===== config.mk =====
export PLATFORM = sky130hd
export DESIGN_NAME = oscillator_source_control
export DESIGN_NICKNAME = d
export VERILOG_FILES = /design/src/rtl/osc_ctrl_pkg.sv /design/src/rtl/oscillator_source_control.sv
export SDC_FILE = /design/constraint.sdc
export NUM_CORES = 1
export LEC_CHECK = 0
export ABC_CLOCK_PERIOD_IN_PS = 2000
export BUFFER_PORTS_ARGS = -buffer_cell sky130_fd_sc_hd__buf_4
export CAP_MARGIN = 20
export CELL_PAD_IN_SITES_DETAIL_PLACEMENT = 1
export CELL_PAD_IN_SITES_GLOBAL_PLACEMENT = 1
export CORE_ASPECT_RATIO = 1.4
export CORE_MARGIN = 10
export CORE_UTILIZATION = 32
export CTS_CLUSTER_DIAMETER = 150
export DETAILED_ROUTE_END_ITERATION = 8
export PLACE_DENSITY = 0.78
export RECOVER_POWER = 100
export SYNTH_ARGS = -nofsm -noshare
export SYNTH_HDL_FRONTEND = slang
export SYNTH_SLANG_ARGS = --single-unit

===== constraint.sdc =====
create_clock -name REF_CLK -period 2 [get_ports REF_CLK]
set_input_delay 0.3 -clock REF_CLK [delete_from_list [all_inputs] [get_ports REF_CLK]]
set_output_delay 0.3 -clock REF_CLK [all_outputs]
set_load 0.1 [all_outputs]

===== src/rtl/osc_ctrl_pkg.sv =====
package osc_ctrl_pkg;

  // Oscillator mode as held in the configuration word
  typedef enum logic [2:0] {
    MODE_LOW_POWER_XTAL = 3'h0,
    MODE_MEDIUM_XTAL = 3'h1,
    MODE_HIGH_GAIN_XTAL = 3'h2,
    MODE_EXT_CLOCK = 3'h3,
    MODE_INT_OSC_IO = 3'h4,
    MODE_INT_OSC_CLOCK_OUT_FUNCTION = 3'h5,
    MODE_RC_IO = 3'h6,
    MODE_RC_CLOCK_OUT_FUNCTION = 3'h7
  } osc_mode_e;

  // Start-up sequence, Gray coded along arm -> wait -> count -> run
  typedef enum logic [1:0] {
    ST_ARM = 2'h0,
    ST_WAIT_PUT = 2'h1,
    ST_COUNT = 2'h3,
    ST_RUN = 2'h2
  } startup_state_e;

  // Amplifier gain codes
  localparam logic [1:0] GAIN_OFF = 2'h0;
  localparam logic [1:0] GAIN_LOW = 2'h1;
  localparam logic [1:0] GAIN_MEDIUM = 2'h2;
  localparam logic [1:0] GAIN_HIGH = 2'h3;

  // Pin function for the two oscillator pins
  typedef struct packed {
    logic in_is_gpio;
    logic out_is_gpio;
    logic out_is_clock_out_function;
  } pin_plan_s;

  // Register byte offsets
  localparam logic [7:0] OFS_CONTROL = 8'h00;
  localparam logic [7:0] OFS_STATUS = 8'h04;

  // Control register fields
  localparam int CTRL_SCS_BIT = 0;
  localparam int CTRL_FREQ_LSB = 4;
  localparam logic [2:0] FREQ_RESET = 3'h6;
  localparam logic SCS_RESET = 1'b0;
  localparam logic [2:0] FREQ_LOW_OSC = 3'h0;
  localparam logic [2:0] FREQ_MAX = 3'h7;

  // Status register fields
  localparam int STAT_HF_STABLE_BIT = 0;
  localparam int STAT_STARTUP_DONE_BIT = 1;
  localparam int STAT_RUNNING_EXT_BIT = 2;
  localparam int STAT_SWITCHING_BIT = 3;
  localparam int STAT_MODE_LSB = 4;
  localparam int STAT_TWO_SPEED_BIT = 7;

  // Timing counts, in oscillator edges
  localparam logic [10:0] STARTUP_EDGES = 11'h400;
  localparam logic [1:0] SWITCH_SETTLE_EDGES = 2'h2;

endpackage


===== src/rtl/oscillator_source_control.sv =====
// Summary of operation
// Crystal modes count 1024 input edges after reset, power-up timer expiry, or wake.
// Hold the program counter while the start-up count runs; with two-speed set, a crystal count runs with the core not held.
// External clock mode bypasses the start-up count entirely.
// External clock stopping just halts ticks; all state stays intact.
// When the external clock resumes, ticks continue from the held state.
// External clock mode: clock from input pin, output pin is general I/O.
// RC clock-out mode drives the RC frequency divided by 4 on output pin.
// RC I/O mode: RC clocks the input pin, output pin is general I/O.
// Internal clock-out mode: input pin is I/O, output pin drives internal clock/4.
// Internal I/O mode: both pins are I/O, no clock output.
// HF oscillator runs when frequency select nonzero and (clock select or two-speed).
// Status bit reads 1 while the HF oscillator is stable.
// HF oscillator feeds a postscaler; three-bit select chooses one of seven rates.
// Software clock select chooses external source or internal oscillator.
// Source change inserts a settle delay before the new source drives ticks.
// Crystal modes drive low, medium, high amplifier gain respectively.
// Select 111 is full rate, each lower code halves; 000 is low oscillator; reset 110.
// Clock select 1 routes internal oscillator, 0 the configured mode's source.
// Start-up counter clears on each qualifying event and holds done once complete.
`timescale 1ns/100ps
module oscillator_source_control
(
  // Clock and reset
  input wire logic REF_CLK,
  input wire logic RST,
  // APB slave
  input wire logic PSEL,
  input wire logic PENABLE,
  input wire logic PWRITE,
  input wire logic [7:0] PADDR,
  input wire logic [31:0] PWDATA,
  output logic [31:0] PRDATA,
  output logic PREADY,
  output logic PSLVERR,
  // Configuration word and system events
  input wire osc_ctrl_pkg::osc_mode_e CFG_MODE,
  input wire logic CFG_TWO_SPEED,
  input wire logic PUT_ENABLE,
  input wire logic PUT_EXPIRED,
  input wire logic WAKE,
  // Oscillator pins and analog oscillators
  input wire logic OSC_IN_PIN,
  input wire logic HF_OSC_CLK,
  input wire logic HF_OSC_READY,
  input wire logic LF_OSC_CLK,
  output logic OSC_OUT_O,
  output logic OSC_OUT_OE,
  output logic OSC_IN_GPIO,
  output logic OSC_OUT_GPIO,
  output logic [1:0] AMP_GAIN,
  output logic HF_OSC_EN,
  // Core clocking
  output logic SYS_TICK,
  output logic CPU_HOLD
);
  import osc_ctrl_pkg::*;

  function automatic logic is_crystal(input osc_mode_e m);
    is_crystal = (m == MODE_LOW_POWER_XTAL) || (m == MODE_MEDIUM_XTAL) || (m == MODE_HIGH_GAIN_XTAL);
  endfunction
  function automatic logic is_internal(input osc_mode_e m);
    is_internal = (m == MODE_INT_OSC_IO) || (m == MODE_INT_OSC_CLOCK_OUT_FUNCTION);
  endfunction
  function automatic pin_plan_s pin_plan(input osc_mode_e m);
    pin_plan = '0;
    case (m)
      MODE_EXT_CLOCK: pin_plan.out_is_gpio = 1'b1;
      MODE_RC_IO: pin_plan.out_is_gpio = 1'b1;
      MODE_RC_CLOCK_OUT_FUNCTION: pin_plan.out_is_clock_out_function = 1'b1;
      MODE_INT_OSC_CLOCK_OUT_FUNCTION: begin
        pin_plan.in_is_gpio = 1'b1;
        pin_plan.out_is_clock_out_function = 1'b1;
      end
      MODE_INT_OSC_IO: begin
        pin_plan.in_is_gpio = 1'b1;
        pin_plan.out_is_gpio = 1'b1;
      end
      default: pin_plan = '0;
    endcase
  endfunction
  // Postscaler hit: divide by 2^(7-sel) counted on HF edges
  function automatic logic post_hit(input logic [6:0] cnt, input logic [2:0] sel);
    logic [6:0] mask;
    mask = 7'h7f >> sel;
    post_hit = ((cnt & mask) == mask);
  endfunction
  // Synchronisers: stage 1 feeds only stage 2; stage 3 is for edge detection
  logic [2:0] osc_in_sync_reg;
  logic [2:0] hf_sync_reg;
  logic [2:0] lf_sync_reg;
  logic [1:0] hf_ready_sync_reg;
  logic osc_in_edge;
  logic hf_edge;
  logic lf_edge;
  always_ff @(posedge REF_CLK) begin
    if (RST) begin
      osc_in_sync_reg <= '0;
      hf_sync_reg <= '0;
      lf_sync_reg <= '0;
      hf_ready_sync_reg <= '0;
    end else begin
      osc_in_sync_reg <= {osc_in_sync_reg[1:0], OSC_IN_PIN};
      hf_sync_reg <= {hf_sync_reg[1:0], HF_OSC_CLK};
      lf_sync_reg <= {lf_sync_reg[1:0], LF_OSC_CLK};
      hf_ready_sync_reg <= {hf_ready_sync_reg[0], HF_OSC_READY};
    end
  end
  assign osc_in_edge = osc_in_sync_reg[1] & ~osc_in_sync_reg[2];
  assign hf_edge = hf_sync_reg[1] & ~hf_sync_reg[2];
  assign lf_edge = lf_sync_reg[1] & ~lf_sync_reg[2];
  // Configuration captured after reset release
  osc_mode_e mode_reg;
  logic two_speed_reg;
  startup_state_e state_reg;
  startup_state_e state_next;
  logic [10:0] edge_cnt_reg;
  logic startup_done;
  always_ff @(posedge REF_CLK) begin
    if (RST) begin
      mode_reg <= MODE_EXT_CLOCK;
      two_speed_reg <= 1'b0;
    end else if (state_reg == ST_ARM) begin
      mode_reg <= CFG_MODE;
      two_speed_reg <= CFG_TWO_SPEED;
    end
  end

  // Start-up sequence
  always_comb begin
    state_next = state_reg;
    case (state_reg)
      ST_ARM: begin
        if (PUT_ENABLE)
          state_next = ST_WAIT_PUT;
        else if (is_crystal(CFG_MODE))
          state_next = ST_COUNT;
        else
          state_next = ST_RUN;
      end
      ST_WAIT_PUT: begin
        if (PUT_EXPIRED)
          state_next = is_crystal(mode_reg) ? ST_COUNT : ST_RUN;
      end
      ST_COUNT: begin
        if (osc_in_edge && edge_cnt_reg == STARTUP_EDGES - 11'h1)
          state_next = ST_RUN;
      end
      ST_RUN: begin
        if (WAKE && is_crystal(mode_reg))
          state_next = ST_COUNT;
      end
      default: state_next = ST_ARM;
    endcase
  end

  always_ff @(posedge REF_CLK) begin
    if (RST)
      state_reg <= ST_ARM;
    else
      state_reg <= state_next;
  end

  // Edge counter clears on every qualifying event and stops once done
  always_ff @(posedge REF_CLK) begin
    if (RST)
      edge_cnt_reg <= '0;
    else if (state_reg != ST_COUNT)
      edge_cnt_reg <= '0;
    else if (osc_in_edge && edge_cnt_reg != STARTUP_EDGES - 11'h1)
      edge_cnt_reg <= edge_cnt_reg + 11'h1;
  end

  assign startup_done = (state_reg == ST_RUN);

  // Software registers
  logic [2:0] freq_sel_reg;
  logic scs_reg;
  logic apb_write;
  logic apb_done;
  assign apb_done = PSEL & PENABLE & PREADY;
  assign apb_write = apb_done & PWRITE & (PADDR == OFS_CONTROL);
  always_ff @(posedge REF_CLK) begin
    if (RST) begin
      freq_sel_reg <= FREQ_RESET;
      scs_reg <= SCS_RESET;
    end else if (apb_write) begin
      freq_sel_reg <= PWDATA[CTRL_FREQ_LSB +: 3];
      scs_reg <= PWDATA[CTRL_SCS_BIT];
    end
  end

  // Internal oscillator enable and stability
  logic hf_en_next;
  logic hf_stable_reg;
  assign hf_en_next = (freq_sel_reg != FREQ_LOW_OSC) && (scs_reg || two_speed_reg);
  always_ff @(posedge REF_CLK) begin
    if (RST) begin
      HF_OSC_EN <= 1'b0;
      hf_stable_reg <= 1'b0;
    end else begin
      HF_OSC_EN <= hf_en_next;
      hf_stable_reg <= HF_OSC_EN & hf_ready_sync_reg[1];
    end
  end

  // Postscaler on the HF oscillator, low oscillator taken directly for 000
  logic [6:0] post_cnt_reg;
  logic int_edge;
  always_ff @(posedge REF_CLK) begin
    if (RST)
      post_cnt_reg <= '0;
    else if (hf_edge)
      post_cnt_reg <= post_cnt_reg + 7'h1;
  end

  assign int_edge = (freq_sel_reg == FREQ_LOW_OSC) ? lf_edge :
                    (hf_edge && post_hit(post_cnt_reg, freq_sel_reg));

  // Source choice; two-speed runs on the internal oscillator while a crystal starts
  logic use_int;
  logic use_int_reg;
  logic switching_reg;
  logic [1:0] settle_cnt_reg;
  logic new_edge;
  assign use_int = scs_reg || is_internal(mode_reg) ||
                   (two_speed_reg && is_crystal(mode_reg) && !startup_done);
  assign new_edge = use_int ? int_edge : osc_in_edge;

  // A change of source suppresses ticks until the new source shows settled edges
  always_ff @(posedge REF_CLK) begin
    if (RST) begin
      use_int_reg <= 1'b0;
      switching_reg <= 1'b0;
      settle_cnt_reg <= '0;
    end else if (use_int != use_int_reg) begin
      use_int_reg <= use_int;
      switching_reg <= 1'b1;
      settle_cnt_reg <= '0;
    end else if (switching_reg && new_edge) begin
      if (settle_cnt_reg == SWITCH_SETTLE_EDGES - 2'h1)
        switching_reg <= 1'b0;
      settle_cnt_reg <= settle_cnt_reg + 2'h1;
    end
  end

  // Ticks follow source edges only; a stopped clock simply produces none
  logic tick_ok;
  assign tick_ok = !switching_reg && (use_int_reg == use_int) &&
                   (startup_done || use_int);
  always_ff @(posedge REF_CLK) begin
    if (RST) begin
      SYS_TICK <= 1'b0;
      CPU_HOLD <= 1'b1;
    end else begin
      SYS_TICK <= tick_ok && new_edge;
      CPU_HOLD <= !startup_done && !(two_speed_reg && is_crystal(mode_reg));
    end
  end

  // Clock output at a quarter of the system rate, held low while switching
  logic [1:0] div4_reg;
  pin_plan_s plan;
  assign plan = pin_plan(mode_reg);
  always_ff @(posedge REF_CLK) begin
    if (RST)
      div4_reg <= '0;
    else if (switching_reg)
      div4_reg <= '0;
    else if (tick_ok && new_edge)
      div4_reg <= div4_reg + 2'h1;
  end

  always_ff @(posedge REF_CLK) begin
    if (RST) begin
      OSC_OUT_O <= 1'b0;
      OSC_OUT_OE <= 1'b0;
      OSC_IN_GPIO <= 1'b0;
      OSC_OUT_GPIO <= 1'b0;
    end else begin
      OSC_OUT_O <= plan.out_is_clock_out_function & div4_reg[1];
      OSC_OUT_OE <= plan.out_is_clock_out_function;
      OSC_IN_GPIO <= plan.in_is_gpio;
      OSC_OUT_GPIO <= plan.out_is_gpio;
    end
  end

  // Amplifier gain from the crystal mode
  always_ff @(posedge REF_CLK) begin
    if (RST)
      AMP_GAIN <= GAIN_OFF;
    else begin
      case (mode_reg)
        MODE_LOW_POWER_XTAL: AMP_GAIN <= GAIN_LOW;
        MODE_MEDIUM_XTAL: AMP_GAIN <= GAIN_MEDIUM;
        MODE_HIGH_GAIN_XTAL: AMP_GAIN <= GAIN_HIGH;
        default: AMP_GAIN <= GAIN_OFF;
      endcase
    end
  end

  // APB: one wait state, registered answer
  logic [31:0] rdata_next;
  logic addr_ok;
  assign addr_ok = (PADDR == OFS_CONTROL) || (PADDR == OFS_STATUS);
  always_comb begin
    rdata_next = '0;
    case (PADDR)
      OFS_CONTROL: begin
        rdata_next[CTRL_FREQ_LSB +: 3] = freq_sel_reg;
        rdata_next[CTRL_SCS_BIT] = scs_reg;
      end
      OFS_STATUS: begin
        rdata_next[STAT_HF_STABLE_BIT] = hf_stable_reg;
        rdata_next[STAT_STARTUP_DONE_BIT] = startup_done;
        rdata_next[STAT_RUNNING_EXT_BIT] = !use_int_reg;
        rdata_next[STAT_SWITCHING_BIT] = switching_reg;
        rdata_next[STAT_MODE_LSB +: 3] = mode_reg;
        rdata_next[STAT_TWO_SPEED_BIT] = two_speed_reg;
      end
      default: rdata_next = '0;
    endcase
  end

  always_ff @(posedge REF_CLK) begin
    if (RST) begin
      PREADY <= 1'b0;
      PRDATA <= '0;
      PSLVERR <= 1'b0;
    end else begin
      PREADY <= PSEL & PENABLE & ~PREADY;
      PSLVERR <= PSEL & PENABLE & ~PREADY & ~addr_ok;
      PRDATA <= (PSEL & PENABLE & ~PREADY & ~PWRITE) ? rdata_next : 32'h0;
    end
  end
endmodule


After elaboration in Yosys (flattened, before gate mapping) --
Cells that the tools add are included.
Storage, ports and cells: register bits after elaboration 89, input port bits 56, output and inout port bits 43, logic and storage cells 140
Operators by class: add/sub/neg operators 4, eq/ne operators 23, shift-type cells 1, muxes and demuxes 18, bitwise logic cells 21, reduce and logical (&&, ||, !) cells 44
Operator list (count):
- $and 1x1->1 | 12
- $eq 3x3->1 const B | 4
- $logic_and 1x1->1 | 12
- $reduce_or 2->1 | 6
- $add 11x1->11 const B | 1
- $eq 11x10->1 const B | 1
- $ne 11x10->1 const B | 1
- $logic_or 1x1->1 | 10
- $mux 1 | 10
- $eq 3x2->1 const B | 3
- $logic_not 3->1 | 3
- $eq 8x3->1 const B | 1
- $logic_not 8->1 | 1
- $mux 2 | 4
- $not 1->1 | 8
- $pmux 2 s4 | 1
- $add 7x1->7 const B | 1
- $and 7x7->7 | 1
- $eq 7x7->1 | 1
- $shr 7x3->7 const A | 1
- $eq 3x1->1 const B | 2
- $ne 2x2->1 const B | 3
- $pmux 2 s3 | 1
- $pmux 3 s2 | 1
- 14 further kinds | 22

Longest topological paths before layout --
Gate-level depths: netlist (run 1).
word-level depth 10, gate-level depth with buffers 6, depth with buffers taken out 6

Worst setup path before layout (run 1) --
No wires, ideal clock.
path kind reg-to-reg, start point register PREADY, end point register PRDATA[1], setup time 65 ps, arrival time 1882 ps, data required time 1935 ps, setup slack 53 ps, stages on the path, launching flop included 6, buffers on the path 1, period minus slack after synthesis 1947 ps, cells stage by stage dfxtp_1 > or3_1 > or3_1 > clkbuf_1 > or2_1 > nor2_1
Between the ends: word-level cells in the longest chain between the ends 5
RTL lines:
- from (decl) | line oscillator_source_control.sv:34 | output logic PREADY,
- from (signal assigned) | line oscillator_source_control.sv:331 | PREADY <= PSEL & PENABLE & ~PREADY;
- $not 1->1 | line oscillator_source_control.sv:333 | PRDATA <= (PSEL & PENABLE & ~PREADY & ~PWRITE) ? rdata_next : 32'h0;
- $and 1x1->1 (2 in series) | line oscillator_source_control.sv:333
- $not 1->1 (no line)
- $reduce_or 3->1 (no line)
- to (signal assigned) | line oscillator_source_control.sv:333
- to (decl) | line oscillator_source_control.sv:33 | output logic [31:0] PRDATA,
Every way passes these cells. A chain may end at the register's enable or synchronous reset.

Final worst setup path (run 1) --
start point register mode_reg[2], end point register div4_reg[1]
Between the ends: word-level cells in the longest chain between the ends 10, elaborated cells between the ends (all ways) 18, classes of those cells eq/ne: 5; mux: 1; reduce/logical: 12
RTL lines:
- from (decl) | line oscillator_source_control.sv:113 | osc_mode_e mode_reg;
- from (signal assigned) | line oscillator_source_control.sv:121 | mode_reg <= MODE_EXT_CLOCK;
- from (signal assigned) | line oscillator_source_control.sv:124 | mode_reg <= CFG_MODE;
- $eq 3x1->1 or $logic_not 3->1 (tied branches) | line oscillator_source_control.sv:60 | is_crystal = (m == MODE_LOW_POWER_XTAL) || (m == MODE_MEDIUM_XTAL) || (m == MODE_HIGH_GAIN_XTAL);
- $logic_or 1x1->1 (2 in series) | line oscillator_source_control.sv:60
- $logic_and 1x1->1 (2 in series) | line oscillator_source_control.sv:227 | (two_speed_reg && is_crystal(mode_reg) && !startup_done);
- $logic_or 1x1->1 (*) | line oscillator_source_control.sv:226 | assign use_int = scs_reg || is_internal(mode_reg) ||
- $eq 1x1->1 | line oscillator_source_control.sv:249 | assign tick_ok = !switching_reg && (use_int_reg == use_int) &&
- $logic_and 1x1->1 (2 in series) | line oscillator_source_control.sv:249
- $logic_and 1x1->1 (*) | line oscillator_source_control.sv:270 | else if (tick_ok && new_edge)
- to (signal assigned) | line oscillator_source_control.sv:271 | div4_reg <= div4_reg + 2'h1;
- to (decl) | line oscillator_source_control.sv:262 | logic [1:0] div4_reg;
Mark *: on every way between the ends. The rest lies on a longest branch, timed or not.

==> impl_metrics.json, run 1 <==
{
  "fin_cells": 460,
  "p_leak_nw": 1.439,
  "rsz0062_at_grt": "no",
  "finalHoldViolCount": 0,
  "largest_reg_flops": 11,
  "wl_per_cell_um": 15.47,
  "power_density_nw_per_um2": 1037,
  "postPlaceCellArea_um2": 3156,
  "finalCriticalPeriod_ns": 1.883,
  "postRouteWirelength_um": 7117,
  "required_ns": 2.20,
  "grt_max_degree": 37,
  "die_x_um": 97.85,
  "root_buffer": "clkbuf_16",
  "clock_latency_ns": 0.33,
  "syn_area_um2": 2715,
  "drive_above_1_share_pct": 20.95,
  "ys_seq_elements": 64,
  "ctsHoldBuffers": 0,
  "crit_type": "flip-flop to flip-flop",
  "crit_path_start_kind": "flip-flop",
  "dp_hpwl_um": 5185,
  "drt-initial-drc-count": 54,
  "ys_seq_area_share_pct": 47.19,
  "cp_cell_sequence": "nor2b_1 > or4_1 > a311o_1 > o311ai_2 > o41ai_1",
  "syn_avg_cell_area_um2": 9.204,
  "peakVddDrop_mv": 0.4752,
  "die_y_um": 129.0,
  "final-setup-viol-count": 0,
  "slowest_stage": "or4_1",
  "final_core_util_pct": 41.27,
  "portBuffers": 46,
  "crit_path_max_fanout": 4,
  "globalplace.congestion": 0.7556,
  "synth_ff_type": "dfxtp_1",
  "cpPeakStageDelay_ns": 0.54,
  "grt_pass1_vias": 2455,
  "cts_tree": "done",
  "nets": 412,
  "worstHoldPathType": "primary input to flip-flop",
  "htree_levels": 3,
  "overflow": 0,
  "cts_buffer_depth": 2,
  "diodes": 0,
  "start_util_pct": 33.12,
  "synth.distinct_cells": 50,
  "drcViolationCount": 0,
  "ios": 99,
  "slew-limit-headroom_pct": 48.12,
  "numCtsBuffers": 9,
  "core_area_um2": 8198,
  "slew_violations": 0,
  "yosysTopAreaCellShare_pct": 47.19,
  "dr.pass1.iters": 4,
  "die_area_um2": 12620,
  "grt_pass1_wl_um": 11610,
  "num_rows": 39,
  "synth_area_leader_cell": "dfxtp_1",
  "antenna_found_initial": 0,
  "synthArstFlopShare_pct": 0,
  "fin_skew_ns": 0.01084,
  "area_growth_pct": 24.61,
  "crit_family": "simple AND/OR/NAND/NOR gates",
  "syn_inst": 295,
  "critPathCaptureType": "flip-flop",
  "ant_nets": 0,
  "yosys_warnings": 0,
  "setup_tns_ns": 0,
  "yosys-top-cells-area": "dfxtp_1 47%, buf_4 6.6%, nor2_1 4.4%",
  "crit_buf_inv": 0,
  "clkSinkCount": 64,
  "status": "finished clean",
  "grtUsageTotal_pct": 11.18,
  "clkTransAtPathRegs_ns": 0.06,
  "power_mw": 3.510,
  "max_slew.worst_pin.slew_ns": 0.7783,
  "place_inst": 444,
  "synth_edf_count": 0,
  "dr_total_vias": 2180,
  "worstPathArrival_ns": 2.08,
  "max_cap_viol_count": 0,
  "stdcell_area_um2": 3383,
  "routed_via_density": 4.739,
  "final.period_utilization_pct": 94.16,
  "max_freq_mhz": 531.0
}
==> metrics by stage <==
stage          hold slack (ns)  setup WS (ns)
2_1_floorplan           0.4138        0.05306
3_3_place_gp            0.4233         0.1021
3_5_place_dp            0.4310        0.03207
4_1_cts                 0.1823        0.01512
5_1_grt                 0.1803        0.04681
6_report                0.1874         0.1168
==> worst reg2reg max path, stage by stage (launching register included) <==
cell and delay, ns:
dfxtp_1 0.34, nor2b_1 0.18, or4_1 0.54, a311o_1 0.33, o311ai_2 0.24, o41ai_1 0.13
==> metal layers <==
metal  up-vias  global-route usage, %  wire [um]
met5         -                      0          0
met4         0                  4.374         93
met3        10                  4.017        401
met2        70                  19.81       3589
met1      1019                  11.83       3032
li1       1081                      -          -
==> power breakdown <==
group / switching (mW) / internal [mW]
logic: 0.486 / 0.151
registers: 0.0339 / 1.33
clock network: 0.556 / 0.957
total: 1.08 / 2.43
==> path summary, 6_finish.rpt <==
path	from	to	slack (ns)	cells past startpoint
max	mode_reg[2]	div4_reg[1]	0.12	5
min	PWDATA[6]	freq_sel_reg[2]	0.19	3
max reg2reg	mode_reg[2]	div4_reg[1]	0.12	5
min reg2reg	hf_sync_reg[0]	hf_sync_reg[1]	0.45	1
==> synthesized netlist by cell type, drive strengths merged (3+ instances only) <==
library cell / n
nand3: 9
o21ai: 8
buf: 27
nor2: 32
nor3b: 3
or3: 4
xor2: 8
a21oi: 8
nor3: 12
inv: 10
o41ai: 3
ha: 3
dfxtp: 64
and2: 3
a211oi: 3
nand2: 19
nand4: 6
mux2: 3
nor2b: 15
clkbuf: 10
xnor2: 7
mux2i: 10
nor4: 3
==> layout make-up <==
class                      instances  area [um2]
fill                            1006        4815
timing repair buffer              61       385.4
clock inverter                     6       60.06
tap                              102       127.6
clock buffer                      10       229.0
inverter                          10       37.54
multi-input combinational        207        1262
sequential                        64        1281
==> cells in the final DEF (no fill, tap or decap), types with 4 or more instances in the layout <==
master,Yosys,final
dfxtp_1,64,64
buf_4,24,34
inv_1,10,10
clkbuf_16,0,9
nand2_1,19,19
xnor2_1,7,7
nor3_1,12,12
a21oi_1,7,7
clkbuf_1,10,7
nor2b_1,15,15
nor2_1,32,32
or3_1,4,4
nand4_1,6,6
o21ai_0,7,7
nand3_1,9,9
xor2_1,8,8
conb_1,1,24
mux2i_1,10,10
clkbuf_2,0,20
==> repair_timing <==
| action | 4_1_cts | 5_1_grt |
|---|---|---|
| buffers inserted | 0 | 0 |
| resized for setup | 1 | 2 |
| setup endpoints to repair | 1 | 3 |
| pin swaps | 0 | 1 |
==> cells by family after synthesis <==
group	share of synthesized area (%)
simple gates	22.17
flops	47.19
mux	4.931
fa+ha+maj	1.383
other cells	0.1381
buf+inv	9.908
compound gates	9.447
xor+xnor	4.839
Power figures use the tool's default switching activity.
==> inputs of run 2 (changes only) <==
ABC_CLOCK_PERIOD_IN_PS = 2200   (was 2000)
CORE_UTILIZATION = 39   (was 32)
PLACE_DENSITY = 0.88   (was 0.78)
clock period = 2.2 ns   (was 2 ns; I/O delays follow)
==> impl_metrics.json, run 2 (same netlist as run 1, synthesis figures left out) <==
{
  "grtUsageTotal_pct": 12.80,
  "worstPathArrival_ns": 2.27,
  "clkTransAtPathRegs_ns": 0.07,
  "drt-met1-wl_um": 2892,
  "max_freq_mhz": 488.6,
  "p_leak_nw": 1.343,
  "wl_per_cell_um": 15.46,
  "max_slew.worst_pin.slew_ns": 1.196,
  "antenna_found_initial": 0,
  "crit_start": "state_reg[0]",
  "dr_total_vias": 2206,
  "crit_path_start_kind": "flip-flop",
  "drt-initial-drc-count": 92,
  "power_density_nw_per_um2": 889.4,
  "numCtsBuffers": 9,
  "final-setup-viol-count": 0,
  "rrSetupSlack_ns": 0.15,
  "finalCriticalPeriod_ns": 2.047,
  "mostFrequentLayoutCell": "dfxtp_1",
  "start_util_pct": 40.52,
  "clkSinkCount": 64,
  "root_buffer": "clkbuf_8",
  "globalplace.congestion": 0.7918,
  "reg2reg_depth": 5,
  "grt_max_degree": 26,
  "critPathCaptureType": "flip-flop",
  "hold_start": "PWDATA[6]",
  "largest_reg_flops": 11,
  "area_growth_pct": 19.12,
  "status": "finished clean",
  "required_ns": 2.43,
  "switching_share_pct": 31.36,
  "routed_via_density": 4.946,
  "num_rows": 35,
  "die_area_um2": 10750,
  "r2r-end": "settle_cnt_reg[1]",
  "drcViolationCount": 0,
  "r2r_start": "state_reg[0]",
  "rsz0062_at_grt": "no",
  "overflow": 0,
  "slew-limit-headroom_pct": 20.59,
  "crit_path_max_fanout": 6,
  "fin_skew_ns": 0.008009,
  "crit_type": "flip-flop to flip-flop",
  "finalHoldViolCount": 0,
  "post_cts_buffers": 0,
  "setup_tns_ns": 0,
  "slew_violations": 0,
  "core_area_um2": 6700,
  "worstHoldPathType": "primary input to flip-flop",
  "seqPwrFrac_pct": 43.0,
  "p_int_mw": 1.974,
  "switching_power_uw": 902.2,
  "mostFrequentLayoutCells": "64 x dfxtp_1, 32 x nor2_1, 31 x buf_4",
  "whs_ns": 0.1976,
  "die_y_um": 118.7,
  "dp_hpwl_um": 5132,
  "drive_above_1_share_pct": 15.54,
  "grt_pass1_vias": 2360,
  "diodes": 0,
  "postRouteWirelength_um": 6896,
  "grt_pass1_wl_um": 11370,
  "dr.pass1.iters": 4,
  "final.period_utilization_pct": 93.03,
  "route.met3.wl_um": 420,
  "ctsHoldBuffers": 0,
  "wl_met2_um": 3462,
  "max_cap_viol_count": 0,
  "post_cts_resized": 0,
  "cts_tree": "done",
  "ant_nets": 0,
  "portBuffers": 46,
  "final_core_util_pct": 48.27,
  "peakVddDrop_mv": 0.4917,
  "ios": 99,
  "nets": 408,
  "cts_buffer_depth": 2,
  "combPwrFrac_pct": 19.4,
  "endpoint": "settle_cnt_reg[1]",
  "htree_levels": 3,
  "top_layer_used": "met4",
  "power_frac_clock_pct": 37.6,
  "die_x_um": 90.52,
  "clock_latency_ns": 0.34
}
run 2: through the flow:
stage / setup WS, ns / std cells / power (mW) / area (um2)
final: 0.1532 / 446 / 2.877 / 3234
after global routing: 0.07761 / 446 / 2.993 / 3234
after CTS: 0.1801 / 446 / 2.922 / 3331
after detailed placement: 0.1878 / 430 / 1.834 / 3113
after global placement: 0.2606 / 430 / 1.817 / 3113
after floorplan: 0.2531 / 318 / 1.729 / 2801
run 2: worst min path at each step:
stage	endpoint	slack, ns	cells past startpoint
2_1_floorplan	hf_ready_sync_reg[1]	0.41	1
3_3_place_gp	osc_in_sync_reg[1]	0.42	1
3_5_place_dp	hf_sync_reg[1]	0.43	1
4_1_cts	hf_sync_reg[0]	0.18	2
5_1_grt	freq_sel_reg[2]	0.19	3
6_report	freq_sel_reg[2]	0.20	3
run 2: worst max-delay path, stage by stage (launching register included):
cell	delay [ns]
dfxtp_1	0.31
nand2b_1	0.24
a311oi_2	0.50
a211oi_2	0.12
nor3b_1	0.40
mux2_1	0.36
run 2: area by class of cell:
class	count	area (um2)
clock buffer	14	182.7
clock inverter	2	35.03
multi-input combinational	207	1244
fill	819	3466
tap	92	115.1
sequential	64	1281
inverter	10	37.54
timing repair buffer	57	339.1
run 2: power by group through the flow:
stage	sequential (mW)	clock, mW	combinational [mW]
5_1_grt	1.24	1.16	0.592
6_report	1.24	1.08	0.557
2_1_floorplan	1.36	0	0.372
4_1_cts	1.24	1.11	0.576
3_3_place_gp	1.26	0	0.558
3_5_place_dp	1.26	0	0.572
run 2: metal layers:
metal / global-route usage [%] / vias up
met5: 0 / -
met4: 5.988 / 0
met3: 4.560 / 9
met2: 21.45 / 71
met1: 14.05 / 1057
li1: - / 1069
==> inputs of run 3 (changes only) <==
==> constraint.sdc (replaced) <==
create_clock -name REF_CLK -period 2.2 [get_ports REF_CLK]
set_input_delay 0.11 -clock REF_CLK [delete_from_list [all_inputs] [get_ports REF_CLK]]
set_output_delay 0.11 -clock REF_CLK [all_outputs]
set_load 0.1 [all_outputs]
==> impl_metrics.json, run 3 (same netlist as run 1, synthesis figures left out) <==
{
  "p_leak_nw": 1.334,
  "hold_start": "OSC_IN_PIN",
  "htree_levels": 3,
  "numCtsBuffers": 9,
  "slowest_stage": "a311oi_2",
  "r2r-end": "settle_cnt_reg[1]",
  "grt_max_degree": 34,
  "ant_nets": 0,
  "r2r_start": "state_reg[0]",
  "max_slew.worst_pin.slew_ns": 1.199,
  "required_ns": 2.42,
  "mostFrequentLayoutCell": "dfxtp_1",
  "crit_path_start_kind": "flip-flop",
  "n_fill_cell": 838,
  "drt-initial-drc-count": 77,
  "diodes": 0,
  "whs_ns": 0.009735,
  "slew_violations": 0,
  "die_x_um": 90.52,
  "overflow": 0,
  "globalplace.congestion": 0.7792,
  "dr.pass1.iters": 4,
  "peakVddDrop_mv": 0.3704,
  "max_cap_viol_count": 0,
  "grt_pass1_wl_um": 11670,
  "final-setup-viol-count": 0,
  "area_growth_pct": 19.08,
  "start_util_pct": 40.52,
  "grt_pass1_vias": 2422,
  "ios": 99,
  "dr_total_vias": 2226,
  "rsz0062_at_grt": "no",
  "cts_tree": "done",
  "status": "finished clean",
  "critPathCaptureType": "flip-flop",
  "postRouteWirelength_um": 6843,
  "num_rows": 35,
  "cts_buffer_depth": 2,
  "mostFrequentLayoutCells": "64 x dfxtp_1, 32 x nor2_1, 31 x buf_4",
  "cpPeakStageDelay_ns": 0.49,
  "rrSetupSlack_ns": 0.19,
  "hold-path-endpoint": "osc_in_sync_reg[0]",
  "crit_buf_inv": 0,
  "crit_family": "compound AO/OA/AOI/OAI gates",
  "finalHoldViolCount": 0,
  "clkTransAtPathRegs_ns": 0.07,
  "dp_hpwl_um": 5291,
  "finalCriticalPeriod_ns": 2.010,
  "wl_per_cell_um": 15.14,
  "hold_depth": 2,
  "die_area_um2": 10750,
  "nets": 414,
  "setup_tns_ns": 0,
  "worstPathArrival_ns": 2.23,
  "ff_latch_area_um2": 1281,
  "portBuffers": 46,
  "worstHoldPathType": "primary input to flip-flop",
  "reg2reg_depth": 5,
  "grtUsageTotal_pct": 12.93,
  "die_y_um": 118.7,
  "final.period_utilization_pct": 91.35,
  "clkSinkCount": 64,
  "worst_slack_ns": 0.1903,
  "max_freq_mhz": 497.6,
  "place_ws_ns": 0.1921,
  "largest_reg_flops": 11,
  "drcViolationCount": 0,
  "multi_input_comb_area_um2": 1239,
  "root_buffer": "clkbuf_8",
  "drive_above_1_share_pct": 13.89,
  "core_area_um2": 6700,
  "routed_via_density": 4.925,
  "antenna_found_initial": 0,
  "power_density_nw_per_um2": 820.2,
  "slew-limit-headroom_pct": 20.39,
  "crit_path_max_fanout": 6,
  "fin_skew_ns": 0.006758,
  "crit_type": "flip-flop to flip-flop",
  "cp_cell_sequence": "nand2b_1 > a311oi_2 > a211oi_1 > nor3b_1 > mux2_1",
  "final_core_util_pct": 48.25,
  "clock_latency_ns": 0.33
}
run 3: cell types whose count changed in the layout (fill, tap and decap cells not counted), moves of 3 or more:
| cell | change |
|---|---|
| clkbuf_8 | -3 |
| dlygate4sd3_1 | +6 |
| clkbuf_2 | -3 |
| clkbuf_1 | +5 |
| clkinv_2 | +3 |
run 3: what timing repair did:
action                                  4_1_cts  5_1_grt
endpoints found under the setup margin        0        0
hold buffers                                  6        0
endpoints found under the hold margin         8        0
buffers inserted                              0        0
gates resized for setup                       0        0
run 3: how the worst max path moves through the flow:
stage               slack, ns    startpoint                 to  cells after the start
CTS                      0.18  state_reg[0]  settle_cnt_reg[1]                      5
detailed placement       0.19  state_reg[0]  settle_cnt_reg[1]                      5
floorplan                0.25        PREADY          PRDATA[1]                      5
global route             0.04  state_reg[0]  settle_cnt_reg[1]                      5
global placement         0.30  state_reg[0]  settle_cnt_reg[1]                      5
finish                   0.19  state_reg[0]  settle_cnt_reg[1]                      5
run 3: metal layers:
layer	vias to the layer above	global-route usage, %	wire (um)
li1	1082	-	-
met4	0	5.389	91
met1	1079	14.16	2844
met3	8	3.483	377
met5	-	0	0
met2	57	22.80	3529
run 3: stage by stage:
step,power (mW),cell area [um2],cells
floorplan,1.729,2801,318
detailed placement,1.836,3113,430
global route,2.777,3233,452
CTS,2.701,3338,452
finish,2.652,3233,452
global placement,1.816,3113,430
run 3: final cells by class:
type                            instances  share of cell area, %
Clock inverter                          4                 0.6192
Tap cell                               92                  3.560
Timing Repair Buffer                   63                  12.23
Multi-Input combinational cell        207                  38.31
Sequential cell                        64                  39.63
Clock buffer                           12                  4.489
Inverter                               10                  1.161
run 3: worst reg2reg max path, delay by kind of cell (launching register included):
kind,cells,cell delay (ns)
compound gates,2,0.65
mux,1,0.36
simple gates,2,0.58
flops,1,0.31
run 3: report_power, final:
part           switching [mW]  total [mW]  internal [mW]
registers              0.0341        1.24           1.20
clock network           0.420       0.852          0.432
logic                   0.431       0.561          0.130
total                   0.885        2.65           1.77
